## src/status_share_bus_defines.svh

```systemverilog
// register addresses, field positions, masks and codes of the status sharing bus
`ifndef STATUS_SHARE_BUS_DEFINES_SVH
`define STATUS_SHARE_BUS_DEFINES_SVH

// register addresses
`define ADDR_CTRL_ONE 8'hB0
`define ADDR_CTRL_TWO 8'hB1
`define ADDR_INFO_IRQ 8'hB2
`define ADDR_INFO_SYNC 8'hB3
`define ADDR_INFO_USER_ONE 8'hB4
`define ADDR_INFO_USER_TWO 8'hB5

// reset value and writable bits
`define REG_RESET 8'h00
`define CTRL_ONE_MASK 8'h0F
`define CTRL_TWO_MASK 8'h77
`define BYTE_ZERO 8'h00
`define BYTE_ONES 8'hFF

// field positions
`define C1_ENABLE_BIT 0
`define C1_LINE_SEL_LSB 1
`define C1_LINE_SEL_MSB 3
`define C2_STAT3_LSB 0
`define C2_STAT3_MSB 2
`define C2_STAT4_LSB 4
`define C2_STAT4_MSB 6

// status selection codes
`define STAT_BOC_UA1 3'h0
`define STAT_YEL_RA 3'h1
`define STAT_LUP_DMA 3'h2
`define STAT_LDN_V52 3'h3
`define STAT_SIGNALING_CHANGE 3'h4
`define STAT_SLIP 3'h5

`endif

```

## src/status_share_bus_pkg.sv

```systemverilog
// types shared by the status sharing bus logic
`default_nettype none
package status_share_bus_pkg;
	// alarm and event inputs from the transceiver
	typedef struct packed {
		logic bit_oriented_code_seen;
		logic unframed_all_ones;
		logic yellow_alarm;
		logic remote_alarm;
		logic loop_up_code;
		logic distant_multiframe_alarm;
		logic loop_down_code;
		logic v52_link_detect;
		logic signaling_change;
		logic elastic_store_slip;
	} alarm_in_t;

	// which information register a group read asks for
	typedef enum logic [1:0] {
		VIEW_IRQ = 2'b00,
		VIEW_SYNC_LOSS = 2'b01,
		VIEW_USER_ONE = 2'b10,
		VIEW_USER_TWO = 2'b11
	} info_view_t;
endpackage : status_share_bus_pkg
`default_nettype wire

```

## src/status_share_bus.sv

```systemverilog
// status sharing bus member: control registers, group signalling and data line drive
//
// Overview of operation
// - one read of any member returns status bits of up to 8 ports
// - on information reads each enabled member drives one data bit only
// - two group sync lines and a read strobe carry reads to all members
// - control one bit 0 turns group participation on or off
// - control one bits 1 to 3 pick which data line n this member drives
// - control two bits 0 to 2 pick the status shown by information three
// - control two bits 4 to 6 pick the status shown by information four
// - information one read makes members show interrupt status
// - information two read makes members show sync loss status
// - information three read shows the first selected status
// - information four read shows the second selected status
`include "status_share_bus_defines.svh"
`default_nettype none
module status_share_bus #(
	parameter int unsigned DATA_W = 8
) (
	// clock and reset
	input wire logic CLK,
	input wire logic NRST,
	// host port
	input wire logic CS,
	input wire logic RD,
	input wire logic WR,
	input wire logic [7:0] ADDR,
	input wire logic [DATA_W-1:0] WDATA,
	output logic [DATA_W-1:0] HDATA_OUT,
	output logic [DATA_W-1:0] HDATA_OE,
	output logic RVALID,
	// transceiver status
	input wire logic E1_MODE,
	input wire logic MEMBER_IRQ_STATUS,
	input wire logic MEMBER_SYNC_LOSS,
	input wire status_share_bus_pkg::alarm_in_t ALARMS,
	// group signals
	input wire logic GROUP_SYNC_LINE_0_IN,
	input wire logic GROUP_SYNC_LINE_1_IN,
	input wire logic GROUP_READ_STROBE_IN,
	output logic GROUP_SYNC_LINE_0_OUT,
	output logic GROUP_SYNC_LINE_0_OE,
	output logic GROUP_SYNC_LINE_1_OUT,
	output logic GROUP_SYNC_LINE_1_OE,
	output logic GROUP_READ_STROBE_OUT,
	output logic GROUP_READ_STROBE_OE
);

	logic [7:0] ctrl_one_q;
	logic [7:0] ctrl_two_q;
	logic rd_pend_q;
	logic [7:0] rd_addr_q;
	logic host_rd;
	logic host_wr;
	logic local_info;
	logic part_en;
	logic [2:0] line_sel;
	logic own_info;
	logic peer_info;
	logic share;
	logic status_bit;
	status_share_bus_pkg::info_view_t view;
	logic [DATA_W-1:0] data_d;
	logic [DATA_W-1:0] oe_d;
	logic [DATA_W-1:0] line_hit;
	logic [1:0] req_code;

	// true for the four information register addresses
	function automatic logic is_info(input logic [7:0] a);
		is_info = (a >= `ADDR_INFO_IRQ) && (a <= `ADDR_INFO_USER_TWO);
	endfunction : is_info

	// information register address to view code
	function automatic status_share_bus_pkg::info_view_t info_index(input logic [7:0] a);
		logic [7:0] diff;
		diff = a - `ADDR_INFO_IRQ;
		info_index = status_share_bus_pkg::info_view_t'(diff[1:0]);
	endfunction : info_index

	// selectable status, encoding differs between T1 and E1
	function automatic logic pick_status(input logic [2:0] code, input logic e1,
			input status_share_bus_pkg::alarm_in_t al);
		pick_status = 1'b0;
		case (code)
			`STAT_BOC_UA1: pick_status = e1 ? al.unframed_all_ones : al.bit_oriented_code_seen;
			`STAT_YEL_RA: pick_status = e1 ? al.remote_alarm : al.yellow_alarm;
			`STAT_LUP_DMA: pick_status = e1 ? al.distant_multiframe_alarm : al.loop_up_code;
			`STAT_LDN_V52: pick_status = e1 ? al.v52_link_detect : al.loop_down_code;
			`STAT_SIGNALING_CHANGE: pick_status = al.signaling_change;
			`STAT_SLIP: pick_status = al.elastic_store_slip;
			default: pick_status = 1'b0; // undefined codes report zero
		endcase
	endfunction : pick_status

	// host strobes and decoded fields
	assign host_rd = CS && RD;
	assign host_wr = CS && WR && !RD;
	assign local_info = host_rd && is_info(ADDR);
	assign req_code = info_index(ADDR); // view code sent on the two sync lines
	assign part_en = ctrl_one_q[`C1_ENABLE_BIT];
	assign line_sel = ctrl_one_q[`C1_LINE_SEL_MSB:`C1_LINE_SEL_LSB];

	// control register one, unused bits kept at zero
	always_ff @(posedge CLK) begin
		if (!NRST) begin
			ctrl_one_q <= `REG_RESET;
		end else if (host_wr && (ADDR == `ADDR_CTRL_ONE)) begin
			ctrl_one_q <= WDATA & `CTRL_ONE_MASK;
		end
	end

	// control register two, holds both status select fields
	always_ff @(posedge CLK) begin
		if (!NRST) begin
			ctrl_two_q <= `REG_RESET;
		end else if (host_wr && (ADDR == `ADDR_CTRL_TWO)) begin
			ctrl_two_q <= WDATA & `CTRL_TWO_MASK;
		end
	end

	// read request stage, answer follows one cycle later
	always_ff @(posedge CLK) begin
		if (!NRST) begin
			rd_pend_q <= 1'b0;
			rd_addr_q <= `REG_RESET;
		end else begin
			rd_pend_q <= host_rd;
			rd_addr_q <= ADDR;
		end
	end

	// group signalling, peers see the request in the same cycle as this member
	always_ff @(posedge CLK) begin
		if (!NRST) begin
			GROUP_READ_STROBE_OUT <= 1'b0;
			GROUP_READ_STROBE_OE <= 1'b0;
			GROUP_SYNC_LINE_0_OUT <= 1'b0;
			GROUP_SYNC_LINE_0_OE <= 1'b0;
			GROUP_SYNC_LINE_1_OUT <= 1'b0;
			GROUP_SYNC_LINE_1_OE <= 1'b0;
		end else begin
			GROUP_READ_STROBE_OUT <= local_info && part_en;
			GROUP_READ_STROBE_OE <= local_info && part_en;
			GROUP_SYNC_LINE_0_OUT <= local_info && part_en && req_code[0];
			GROUP_SYNC_LINE_0_OE <= local_info && part_en;
			GROUP_SYNC_LINE_1_OUT <= local_info && part_en && req_code[1];
			GROUP_SYNC_LINE_1_OE <= local_info && part_en;
		end
	end

	// which view is answered, own request wins over a peer strobe
	always_comb begin
		own_info = rd_pend_q && is_info(rd_addr_q);
		peer_info = GROUP_READ_STROBE_IN && !rd_pend_q;
		share = part_en && (own_info || peer_info);
		if (own_info) begin
			view = info_index(rd_addr_q);
		end else begin
			view = status_share_bus_pkg::info_view_t'({GROUP_SYNC_LINE_1_IN, GROUP_SYNC_LINE_0_IN});
		end
	end

	// status bit for the requested view
	always_comb begin
		case (view)
			status_share_bus_pkg::VIEW_IRQ: status_bit = MEMBER_IRQ_STATUS;
			status_share_bus_pkg::VIEW_SYNC_LOSS: status_bit = MEMBER_SYNC_LOSS;
			status_share_bus_pkg::VIEW_USER_ONE: status_bit =
				pick_status(ctrl_two_q[`C2_STAT3_MSB:`C2_STAT3_LSB], E1_MODE, ALARMS);
			default: status_bit =
				pick_status(ctrl_two_q[`C2_STAT4_MSB:`C2_STAT4_LSB], E1_MODE, ALARMS);
		endcase
	end

	// one enable per data line, only the selected line matches
	genvar gi;
	generate
		for (gi = 0; gi < DATA_W; gi++) begin : g_line
			assign line_hit[gi] = (line_sel == 3'(gi));
		end
	endgenerate

	// data and enable for the answer cycle
	always_comb begin
		data_d = `BYTE_ZERO;
		oe_d = `BYTE_ZERO;
		if (share) begin
			oe_d = line_hit;
			data_d = status_bit ? line_hit : `BYTE_ZERO;
		end else if (rd_pend_q) begin
			oe_d = `BYTE_ONES;
			if (rd_addr_q == `ADDR_CTRL_ONE) begin
				data_d = ctrl_one_q;
			end else if (rd_addr_q == `ADDR_CTRL_TWO) begin
				data_d = ctrl_two_q;
			end else begin
				data_d = `BYTE_ZERO;
			end
		end
	end

	// host data outputs
	always_ff @(posedge CLK) begin
		if (!NRST) begin
			HDATA_OUT <= `BYTE_ZERO;
			HDATA_OE <= `BYTE_ZERO;
			RVALID <= 1'b0;
		end else begin
			HDATA_OUT <= data_d;
			HDATA_OE <= oe_d;
			RVALID <= rd_pend_q;
		end
	end

	// checks
	a_ctrl_one_write: assert property (@(posedge CLK) disable iff (!NRST)
		host_wr && ADDR == `ADDR_CTRL_ONE |=> ctrl_one_q == ($past(WDATA) & `CTRL_ONE_MASK))
		else $error("control one not updated");
	a_ctrl_two_write: assert property (@(posedge CLK) disable iff (!NRST)
		host_wr && ADDR == `ADDR_CTRL_TWO |=> ctrl_two_q == ($past(WDATA) & `CTRL_TWO_MASK))
		else $error("control two not updated");
	a_strobe_sent: assert property (@(posedge CLK) disable iff (!NRST)
		local_info && part_en |=> GROUP_READ_STROBE_OE && GROUP_READ_STROBE_OUT
		&& {GROUP_SYNC_LINE_1_OUT, GROUP_SYNC_LINE_0_OUT} == 2'($past(ADDR) - `ADDR_INFO_IRQ))
		else $error("group strobe or code missing");
	a_one_answer: assert property (@(posedge CLK) disable iff (!NRST)
		local_info ##1 1'b1 |=> RVALID && HDATA_OE != `BYTE_ZERO)
		else $error("info read got no answer two cycles on");
	a_single_line: assert property (@(posedge CLK) disable iff (!NRST)
		share |=> $onehot(HDATA_OE))
		else $error("group answer drives other than one line");
	a_line_position: assert property (@(posedge CLK) disable iff (!NRST)
		share |=> HDATA_OE[$past(line_sel)])
		else $error("wrong data line driven");
	a_disabled_quiet: assert property (@(posedge CLK) disable iff (!NRST)
		GROUP_READ_STROBE_IN && !rd_pend_q && !part_en |=> HDATA_OE == `BYTE_ZERO)
		else $error("disabled member answered a peer read");
	a_irq_view: assert property (@(posedge CLK) disable iff (!NRST)
		share && view == status_share_bus_pkg::VIEW_IRQ
		|=> HDATA_OUT[$past(line_sel)] == $past(MEMBER_IRQ_STATUS))
		else $error("interrupt status wrong");
	a_sync_view: assert property (@(posedge CLK) disable iff (!NRST)
		share && view == status_share_bus_pkg::VIEW_SYNC_LOSS
		|=> HDATA_OUT[$past(line_sel)] == $past(MEMBER_SYNC_LOSS))
		else $error("sync loss status wrong");
	a_slip_view: assert property (@(posedge CLK) disable iff (!NRST)
		share && view == status_share_bus_pkg::VIEW_USER_ONE
		&& ctrl_two_q[`C2_STAT3_MSB:`C2_STAT3_LSB] == `STAT_SLIP
		|=> HDATA_OUT[$past(line_sel)] == $past(ALARMS.elastic_store_slip))
		else $error("first user status wrong");
	a_user_two_e1: assert property (@(posedge CLK) disable iff (!NRST)
		share && view == status_share_bus_pkg::VIEW_USER_TWO && E1_MODE
		&& ctrl_two_q[`C2_STAT4_MSB:`C2_STAT4_LSB] == `STAT_YEL_RA
		|=> HDATA_OUT[$past(line_sel)] == $past(ALARMS.remote_alarm))
		else $error("second user status wrong");
	a_undef_zero: assert property (@(posedge CLK) disable iff (!NRST)
		share && view == status_share_bus_pkg::VIEW_USER_ONE
		&& ctrl_two_q[`C2_STAT3_MSB:`C2_STAT3_LSB] > `STAT_SLIP
		|=> HDATA_OUT == `BYTE_ZERO)
		else $error("undefined select not zero");

	// group lines stay released while participation is off
	a_disabled_no_strobe: assert property (@(posedge CLK) disable iff (!NRST)
		!part_en |=> !GROUP_READ_STROBE_OE && !GROUP_SYNC_LINE_0_OE && !GROUP_SYNC_LINE_1_OE)
		else $error("disabled member sent group signals");
	// a disabled member still answers its own info read with a zero byte
	a_disabled_own_read: assert property (@(posedge CLK) disable iff (!NRST)
		own_info && !part_en |=> HDATA_OE == `BYTE_ONES && HDATA_OUT == `BYTE_ZERO)
		else $error("disabled own read answer wrong");
	// control one reads back its stored bits on the whole byte
	a_ctrl_read: assert property (@(posedge CLK) disable iff (!NRST)
		rd_pend_q && rd_addr_q == `ADDR_CTRL_ONE
		|=> HDATA_OE == `BYTE_ONES && HDATA_OUT == $past(ctrl_one_q))
		else $error("control one read back wrong");
	// further select codes in both line modes
	a_user_one_t1: assert property (@(posedge CLK) disable iff (!NRST)
		share && view == status_share_bus_pkg::VIEW_USER_ONE && !E1_MODE
		&& ctrl_two_q[`C2_STAT3_MSB:`C2_STAT3_LSB] == `STAT_BOC_UA1
		|=> HDATA_OUT[$past(line_sel)] == $past(ALARMS.bit_oriented_code_seen))
		else $error("first user status code zero wrong");
	a_user_one_e1: assert property (@(posedge CLK) disable iff (!NRST)
		share && view == status_share_bus_pkg::VIEW_USER_ONE && E1_MODE
		&& ctrl_two_q[`C2_STAT3_MSB:`C2_STAT3_LSB] == `STAT_LUP_DMA
		|=> HDATA_OUT[$past(line_sel)] == $past(ALARMS.distant_multiframe_alarm))
		else $error("first user status code two wrong");
	a_user_two_sig: assert property (@(posedge CLK) disable iff (!NRST)
		share && view == status_share_bus_pkg::VIEW_USER_TWO
		&& ctrl_two_q[`C2_STAT4_MSB:`C2_STAT4_LSB] == `STAT_SIGNALING_CHANGE
		|=> HDATA_OUT[$past(line_sel)] == $past(ALARMS.signaling_change))
		else $error("second user status code four wrong");

	// scenarios
	c_local_group_read: cover property (@(posedge CLK) disable iff (!NRST)
		local_info && part_en ##2 RVALID);
	c_peer_answer: cover property (@(posedge CLK) disable iff (!NRST)
		peer_info && part_en ##1 HDATA_OE != `BYTE_ZERO);
	c_disabled_own_read: cover property (@(posedge CLK) disable iff (!NRST)
		local_info && !part_en ##2 HDATA_OE == `BYTE_ONES);
	c_ctrl_write_read: cover property (@(posedge CLK) disable iff (!NRST)
		host_wr && ADDR == `ADDR_CTRL_ONE ##1 host_rd && ADDR == `ADDR_CTRL_ONE);
	c_undef_select: cover property (@(posedge CLK) disable iff (!NRST)
		share && view == status_share_bus_pkg::VIEW_USER_TWO
		&& ctrl_two_q[`C2_STAT4_MSB:`C2_STAT4_LSB] > `STAT_SLIP);

endmodule : status_share_bus
`default_nettype wire

```

## config.mk

```make
export PLATFORM = sky130hd
export DESIGN_NAME = status_share_bus
export DESIGN_NICKNAME = d
export VERILOG_FILES = /design/src/status_share_bus_pkg.sv /design/src/status_share_bus.sv
export VERILOG_INCLUDE_DIRS = /design/src
export SDC_FILE = /design/constraint.sdc
export NUM_CORES = 1
export LEC_CHECK = 0
export BUFFER_PORTS_ARGS = -buffer_cell sky130_fd_sc_hd__buf_2
export CAP_MARGIN = 40
export CORE_AREA = 2 2 64 66
export DETAILED_ROUTE_END_ITERATION = 12
export DIE_AREA = 0 0 66 68
export GPL_TIMING_DRIVEN = 1
export PLACE_DENSITY = 0.76
export SYNTH_ARGS = -nofsm -noshare
export SYNTH_HDL_FRONTEND = slang
export SYNTH_SLANG_ARGS = --single-unit
```

## constraint.sdc

```tcl
create_clock -name CLK -period 4.1 [get_ports CLK]
set_input_delay 0 -clock CLK [delete_from_list [all_inputs] [get_ports CLK]]
set_output_delay 0 -clock CLK [all_outputs]
set_load 0.03 [all_outputs]
```

==> results by group, run 1 <==
Synthesis
  – Synth Area in Compound Gates: 14.8%
  – Seq/Total Area, Yosys: 43.1%
  – Post-synth EDFFs: 0
  – Dominant cell type by area after synthesis: dfxtp_1
  – Synth Flop Type: dfxtp_1
  – Post-Synth Simple-Gate Area: 22.2%
  – Post-Synth Adder-Cell Area: 0%
  – Netlist Area Pre-Place: 0.00181 sq mm
  – Top cell type's share of synthesized area: 43.1%
  – Syn avg cell area: 9.95 sq um
  – Synth Instances: 182
  – Post-synth ARST share: 0%
  – Synth cell types: 43
  – Synth warnings: 0
  – Main combinational cell family by area after synthesis: simple AND/OR/NAND/NOR gates
  – Number of synthesized register bits: 39
  – Net Count, Synth: 219
  – Multiplexer share of the synthesized area: 13.5%
  – Top area cells in the synthesized netlist: dfxtp_1, mux2i_1, nor2b_1
  – XOR/XNOR Fraction of Synth Area: 0.968%

Layout
  – Ant diodes: 0
  – FILL cells: 347
  – Area Growth Syn to Fin: 29.4%
  – Proportion of layout cells with a drive suffix above 1: 29.8%
  – NumNets Final: 288

Clocking
  – Htree depth: 2
  – CTS tree: built
  – TritonCTS Buffers: 5
  – Clk buf depth: 2
  – Clock Sinks: 39
  – Worst-path clk slew: 0.07 ns
  – CTS Root Cell: clkbuf_8
  – Post-CTS setup buffers: 0
  – Worst skew pair latency: 0.28 ns
  – Cts repair resizes: 0

Pwr
  – Worst vdd ir: 0.000203 V
  – Sw frac: 21.8%
  – PwrDens: 316 mW/mm^2
  – Clock power share: 36.9%
  – Leakage Power: 1.02 nW
  – Sequential power share: 52.8%
  – Comb power frac: 10.4%
  – Int Power: 0.580 mW
  – NetSw: 0.162 mW
  – Total chip power: 0.742 mW

Die
  – Row cnt: 23
  – Die H: 68 microns
  – Core Footprint: 0.00386 sq mm
  – Starting Density: 47.0%
  – Die W: 66 microns
  – Die area: 0.00449 sq mm
  – Ports: 60

Worst setup path
  – Req. time, crit path: 4.26 ns
  – CP startpoint kind: register
  – Critical Path Sink Type: register
  – FF-to-FF Start: rd_addr_q[1]
  – R2R setup slack: 2.19 ns
  – WS Path Type: register to register
  – End of the worst register-to-register path: HDATA_OUT[1]
  – R2R depth: 5
  – Crit path DAT: 2.07 ns
  – Crit path max fanout: 7

Hold path
  – Hold path start: WDATA[5]
  – Worst Hold Endpoint: ctrl_two_q[5]
  – Hold WC Path Type: input port to register
  – Hold Crit Depth: 3

Timing
  – RSZ-0062 raised after global routing: false
  – Fin crit share: 46.6%
  – Setup TNS: 0 ns
  – Setup ws final: 2.19 ns
  – Min Tclk post-route: 1.91 ns
  – Slew Limit Fails: 0
  – Max_slew headroom: 56.7%
  – Hold Slack: -0.00678 ns
  – Max frequency: 523 MHz
  – Worst Max-Slew Pin Slew: 0.643 ns
  – Final Skew: 0.00678 ns
  – Final setup fails: 0
  – Final hold violation count: 2

Drt
  – Via count: 1559
  – DR iter-0 viols: 65
  – Drt via density: 5.16
  – First drt pass iteration count: 4
  – Antenna Nets Post-Route: 0
  – Drt wl/cell: 12.9 microns
  – Final wirelength: 3.89 mm
  – Remaining DRCs: 0

Global route
  – First-pass GRT wire length: 6.40 mm
  – Initial antenna violation count: 0
  – All-Layer GR Usage: 18.9%
  – Largest net degree at the start of global routing: 32
  – Grt ovf: 0
  – Vias in the first global route: 1479

Place
  – IO Port Bufs: 58
  – Post-place setup slack: 2.22 ns
  – Placer congestion estimate: 0.845
  – DPL Wire Length: 2.85 mm

Outcome
  – Failing checks: hold timing
  – Status: finished with violations

Run
  – Maxcap violations: 0
==> worst max-delay path, stage by stage (launching register included) <==
cell	delay [ns]
dfxtp_1	0.46
xor2_1	0.29
nand3_1	0.15
o311a_2	0.38
o211ai_1	0.35
o32ai_1	0.14
==> registers in the layout, summed over array words and instances (netlist names) <==
signal	count
HDATA_OUT	8
ctrl_one_q	4
HDATA_OE	8
GROUP_SYNC_LINE_1_OUT	1
RVALID	1
ctrl_two_q	6
GROUP_READ_STROBE_OE	1
GROUP_SYNC_LINE_0_OUT	1
rd_addr_q	8
rd_pend_q	1
==> metrics by stage <==
| step | util, % | area, sq um | cells |
|---|---|---|---|
| finish | 60.8 | 2340 | 302 |
| global route | 60.8 | 2340 | 302 |
| CTS | 60.8 | 2340 | 302 |
| detailed placement | 54.5 | 2100 | 280 |
| global placement | 54.5 | 2100 | 280 |
| floorplan | - | 1810 | 182 |
==> worst max path at each step <==
stage | from | end | slack [ns] | depth (start not counted)
4_1_cts | rd_addr_q[1] | HDATA_OUT[2] | 2.21 | 5
5_1_grt | rd_addr_q[1] | HDATA_OUT[2] | 2.01 | 5
3_3_place_gp | rd_addr_q[1] | HDATA_OUT[1] | 2.23 | 5
6_report | rd_addr_q[1] | HDATA_OUT[1] | 2.19 | 5
2_1_floorplan | rd_addr_q[1] | HDATA_OUT[1] | 2.37 | 6
3_5_place_dp | rd_addr_q[1] | HDATA_OUT[2] | 2.22 | 5
==> power groups by stage <==
| stage | clock network, mW | registers (mW) | logic (mW) |
|---|---|---|---|
| 6_report | 0.273 | 0.391 | 0.0768 |
| 3_5_place_dp | 0 | 0.400 | 0.0664 |
| 4_1_cts | 0.277 | 0.391 | 0.0766 |
| 3_3_place_gp | 0 | 0.400 | 0.0653 |
| 2_1_floorplan | 0 | 0.402 | 0.0382 |
| 5_1_grt | 0.298 | 0.392 | 0.0844 |
==> metal layers <==
layer	part of all wire (%)	vias up	global-route usage (%)
met5	0	-	0
met4	1.9	0	9.18
met3	5.8	6	4.93
met2	50	46	32.8
met1	43	716	21.9
li1	-	791	-
==> cells by family after synthesis <==
group                     Yosys count
DFF                                39
buffers and inverters              20
AOI/OAI and AO/OA                  32
xor gates and xnor gates            2
muxes                              20
and+or+nand+nor                    69
==> Yosys cell counts (2+ instances only) <==
cell	number
dfxtp_1	39
mux2i_1	17
nor2_1	11
nor2b_1	11
inv_1	10
o21a_1	9
and2_1	8
nand2_1	8
clkbuf_1	5
nand3_1	5
buf_4	4
nand2b_1	4
nand4b_1	4
o31ai_1	4
nor3_1	3
nor4_1	3
o211ai_1	3
o32ai_1	3
and3_1	2
mux4_1	2
nand4_1	2
o21ai_1	2
or2_2	2
or3_1	2
==> cell type report <==
type	count	area [sq um]	share of cell area, %
clock buffers	8	100	4.27
inverters	10	37.5	1.60
multi-input cells	123	932	39.8
flip-flops and latches	39	781	33.3
well taps	50	62.6	2.67
repair buffers	72	430	18.4
==> timing repair <==
| item | CTS | global route |
|---|---|---|
| hold endpoints to repair | 17 | 0 |
| hold buffers | 14 | 0 |
| setup endpoints to repair | 0 | 0 |
==> cells in the final DEF, fill, tap and decap left out, types with 5 or more instances in the layout <==
cell,instances
buf_2,58
dfxtp_1,39
mux2i_1,17
dlygate4sd3_1,14
nor2b_1,11
nor2_1,11
inv_1,10
o21a_1,9
nand2_1,8
and2_1,8
clkbuf_8,7
nand3_1,5
No activity file was read; power rests on OpenSTA's default activity.
==> inputs of run 2 (changes only) <==
==> constraint.sdc (replaced) <==
create_clock -name CLK -period 1.9 [get_ports CLK]
set_input_delay 0 -clock CLK [delete_from_list [all_inputs] [get_ports CLK]]
set_output_delay 0 -clock CLK [all_outputs]
set_load 0.03 [all_outputs]
==> results by group, run 2 (synthesis gave the netlist of run 1 again) <==
Outcome
  – Status: finished with violations
  – Failing checks: hold timing

Pwr
  – NetSw: 0.358 mW
  – Sequential power share: 54.6%
  – Leakage Power: 1.07 nW
  – Int Power: 1.19 mW
  – PwrDens: 635 mW/mm^2
  – Worst vdd ir: 0.000416 V
  – Clock power share: 33.4%
  – Sw frac: 23.1%
  – Total chip power: 1.55 mW
  – Comb power frac: 12.0%

Timing
  – Setup ws final: 0.154 ns
  – Fin crit share: 91.9%
  – Setup TNS: 0 ns
  – Final setup fails: 0
  – Final Skew: 0.00472 ns
  – Slew Limit Fails: 0
  – Max_slew headroom: 72.1%
  – Hold Slack: -0.00601 ns
  – Final hold violation count: 1
  – Worst Max-Slew Pin Slew: 0.417 ns
  – Min Tclk post-route: 1.75 ns
  – Max frequency: 573 MHz

Die
  – Starting Density: 47.0%
  – Ports: 60
  – Die H: 68 microns
  – Row cnt: 23
  – Core Footprint: 0.00386 sq mm
  – Die area: 0.00449 sq mm
  – Die W: 66 microns

Clocking
  – Worst-path clk slew: 0.07 ns
  – Clock Sinks: 39
  – Htree depth: 2
  – Worst skew pair latency: 0.28 ns
  – CTS Root Cell: clkbuf_8
  – Clk buf depth: 2
  – CTS tree: built
  – TritonCTS Buffers: 5

Worst setup path
  – Req. time, crit path: 2.06 ns
  – Crit path largest cell delay: 0.38 ns
  – Critical Path Sink Type: register
  – CP delay by family, top: compound AO/OA/AOI/OAI gates
  – Crit path DAT: 1.91 ns
  – Crit path max fanout: 5
  – CP bufs+invs: 0
  – CP startpoint kind: register
  – WS Path Type: register to register
  – Critical-path cell list: and4b_1, nand3_1, o311a_2, o211ai_1, o32ai_1
  – Worst path slowest cell: dfxtp_1

Run
  – Maxcap violations: 0

Layout
  – Commonest non-fill, non-tap cells in the layout: buf_2, dfxtp_1, mux2i_1
  – Most common cell after layout, fill and taps aside: buf_2
  – Biggest regs: HDATA_OE x8, HDATA_OUT x8, rd_addr_q x8
  – Area Growth Syn to Fin: 34.6%
  – Proportion of layout cells with a drive suffix above 1: 34.9%
  – Ant diodes: 0
  – Post-layout util: 63.2%
  – FILL cells: 332
  – NumNets Final: 297

Drt
  – Drt wl/cell: 13.3 microns
  – Final wirelength: 4.15 mm
  – Antenna Nets Post-Route: 0
  – First drt pass iteration count: 4
  – Drt via density: 5.12
  – Via count: 1591
  – DR iter-0 viols: 89
  – Remaining DRCs: 0

Place
  – Post-place setup slack: 0.138 ns
  – DPL Wire Length: 3.01 mm
  – Placer congestion estimate: 0.911
  – IO Port Bufs: 58

Global route
  – All-Layer GR Usage: 19.3%
  – Initial antenna violation count: 0
  – Largest net degree at the start of global routing: 28
  – Grt ovf: 0
  – Vias in the first global route: 1499
  – First-pass GRT wire length: 6.43 mm

Hold path
  – Hold WC Path Type: input port to register
[run 2: worst min-delay path: stages]
cell and delay (ns):
buf_2 0.09, mux2i_1 0.06, nor2b_1 0.09
[run 2: what timing repair did]
action                                 4_1_cts  5_1_grt
endpoints found under the hold margin       18        0
hold buffers                                14        0
resized for setup                            0       10
buffers inserted                             0        2
setup endpoints to repair                    0        8
[run 2: per-stage QoR]
stage / std cells / cell area [sq um] / hold WS [ns]
2_1_floorplan: 182 / 1810 / 0.0724
3_3_place_gp: 287 / 2160 / 0.217
3_5_place_dp: 287 / 2160 / 0.219
4_1_cts: 309 / 2380 / 0.000390
5_1_grt: 311 / 2440 / 0.0245
6_report: 311 / 2440 / -0.00601
[run 2: cell type report]
cell class | instances | area [sq um] | share of cell area, %
clock buffer | 7 | 76.3 | 3.13
clock inverter | 1 | 5.00 | 0.205
inverter | 10 | 37.5 | 1.54
multi-input combinational | 123 | 973 | 40.0
sequential | 39 | 783 | 32.2
tap | 50 | 62.6 | 2.57
timing repair buffer | 81 | 498 | 20.4
[run 2: routing by layer]
layer	up-vias	GRT usage, %	part of all wire [%]
li1	807	-	-
met1	712	20.3	40
met2	64	35.4	50
met3	8	5.26	7.7
met4	0	9.95	2.3
met5	-	0	0
[run 2: worst paths after layout]
| kind | start | depth (start not counted) | slack [ns] | end |
|---|---|---|---|---|
| worst min register to register | ctrl_two_q[5] | 2 | 0.53 | HDATA_OUT[5] |
| worst max-delay path | rd_pend_q | 5 | 0.15 | HDATA_OUT[3] |
| worst max register to register | rd_pend_q | 5 | 0.15 | HDATA_OUT[3] |
| worst min-delay path | WDATA[0] | 3 | -0.006 | ctrl_two_q[0] |
[run 2: power by group through the flow]
stage / Sequential (mW) / Clock [mW] / Combinational, mW
CTS: 0.841 / 0.525 / 0.177
floorplan: 0.867 / 0 / 0.0824
global placement: 0.860 / 0 / 0.152
finish: 0.844 / 0.516 / 0.186
global route: 0.846 / 0.551 / 0.205
detailed placement: 0.860 / 0 / 0.155
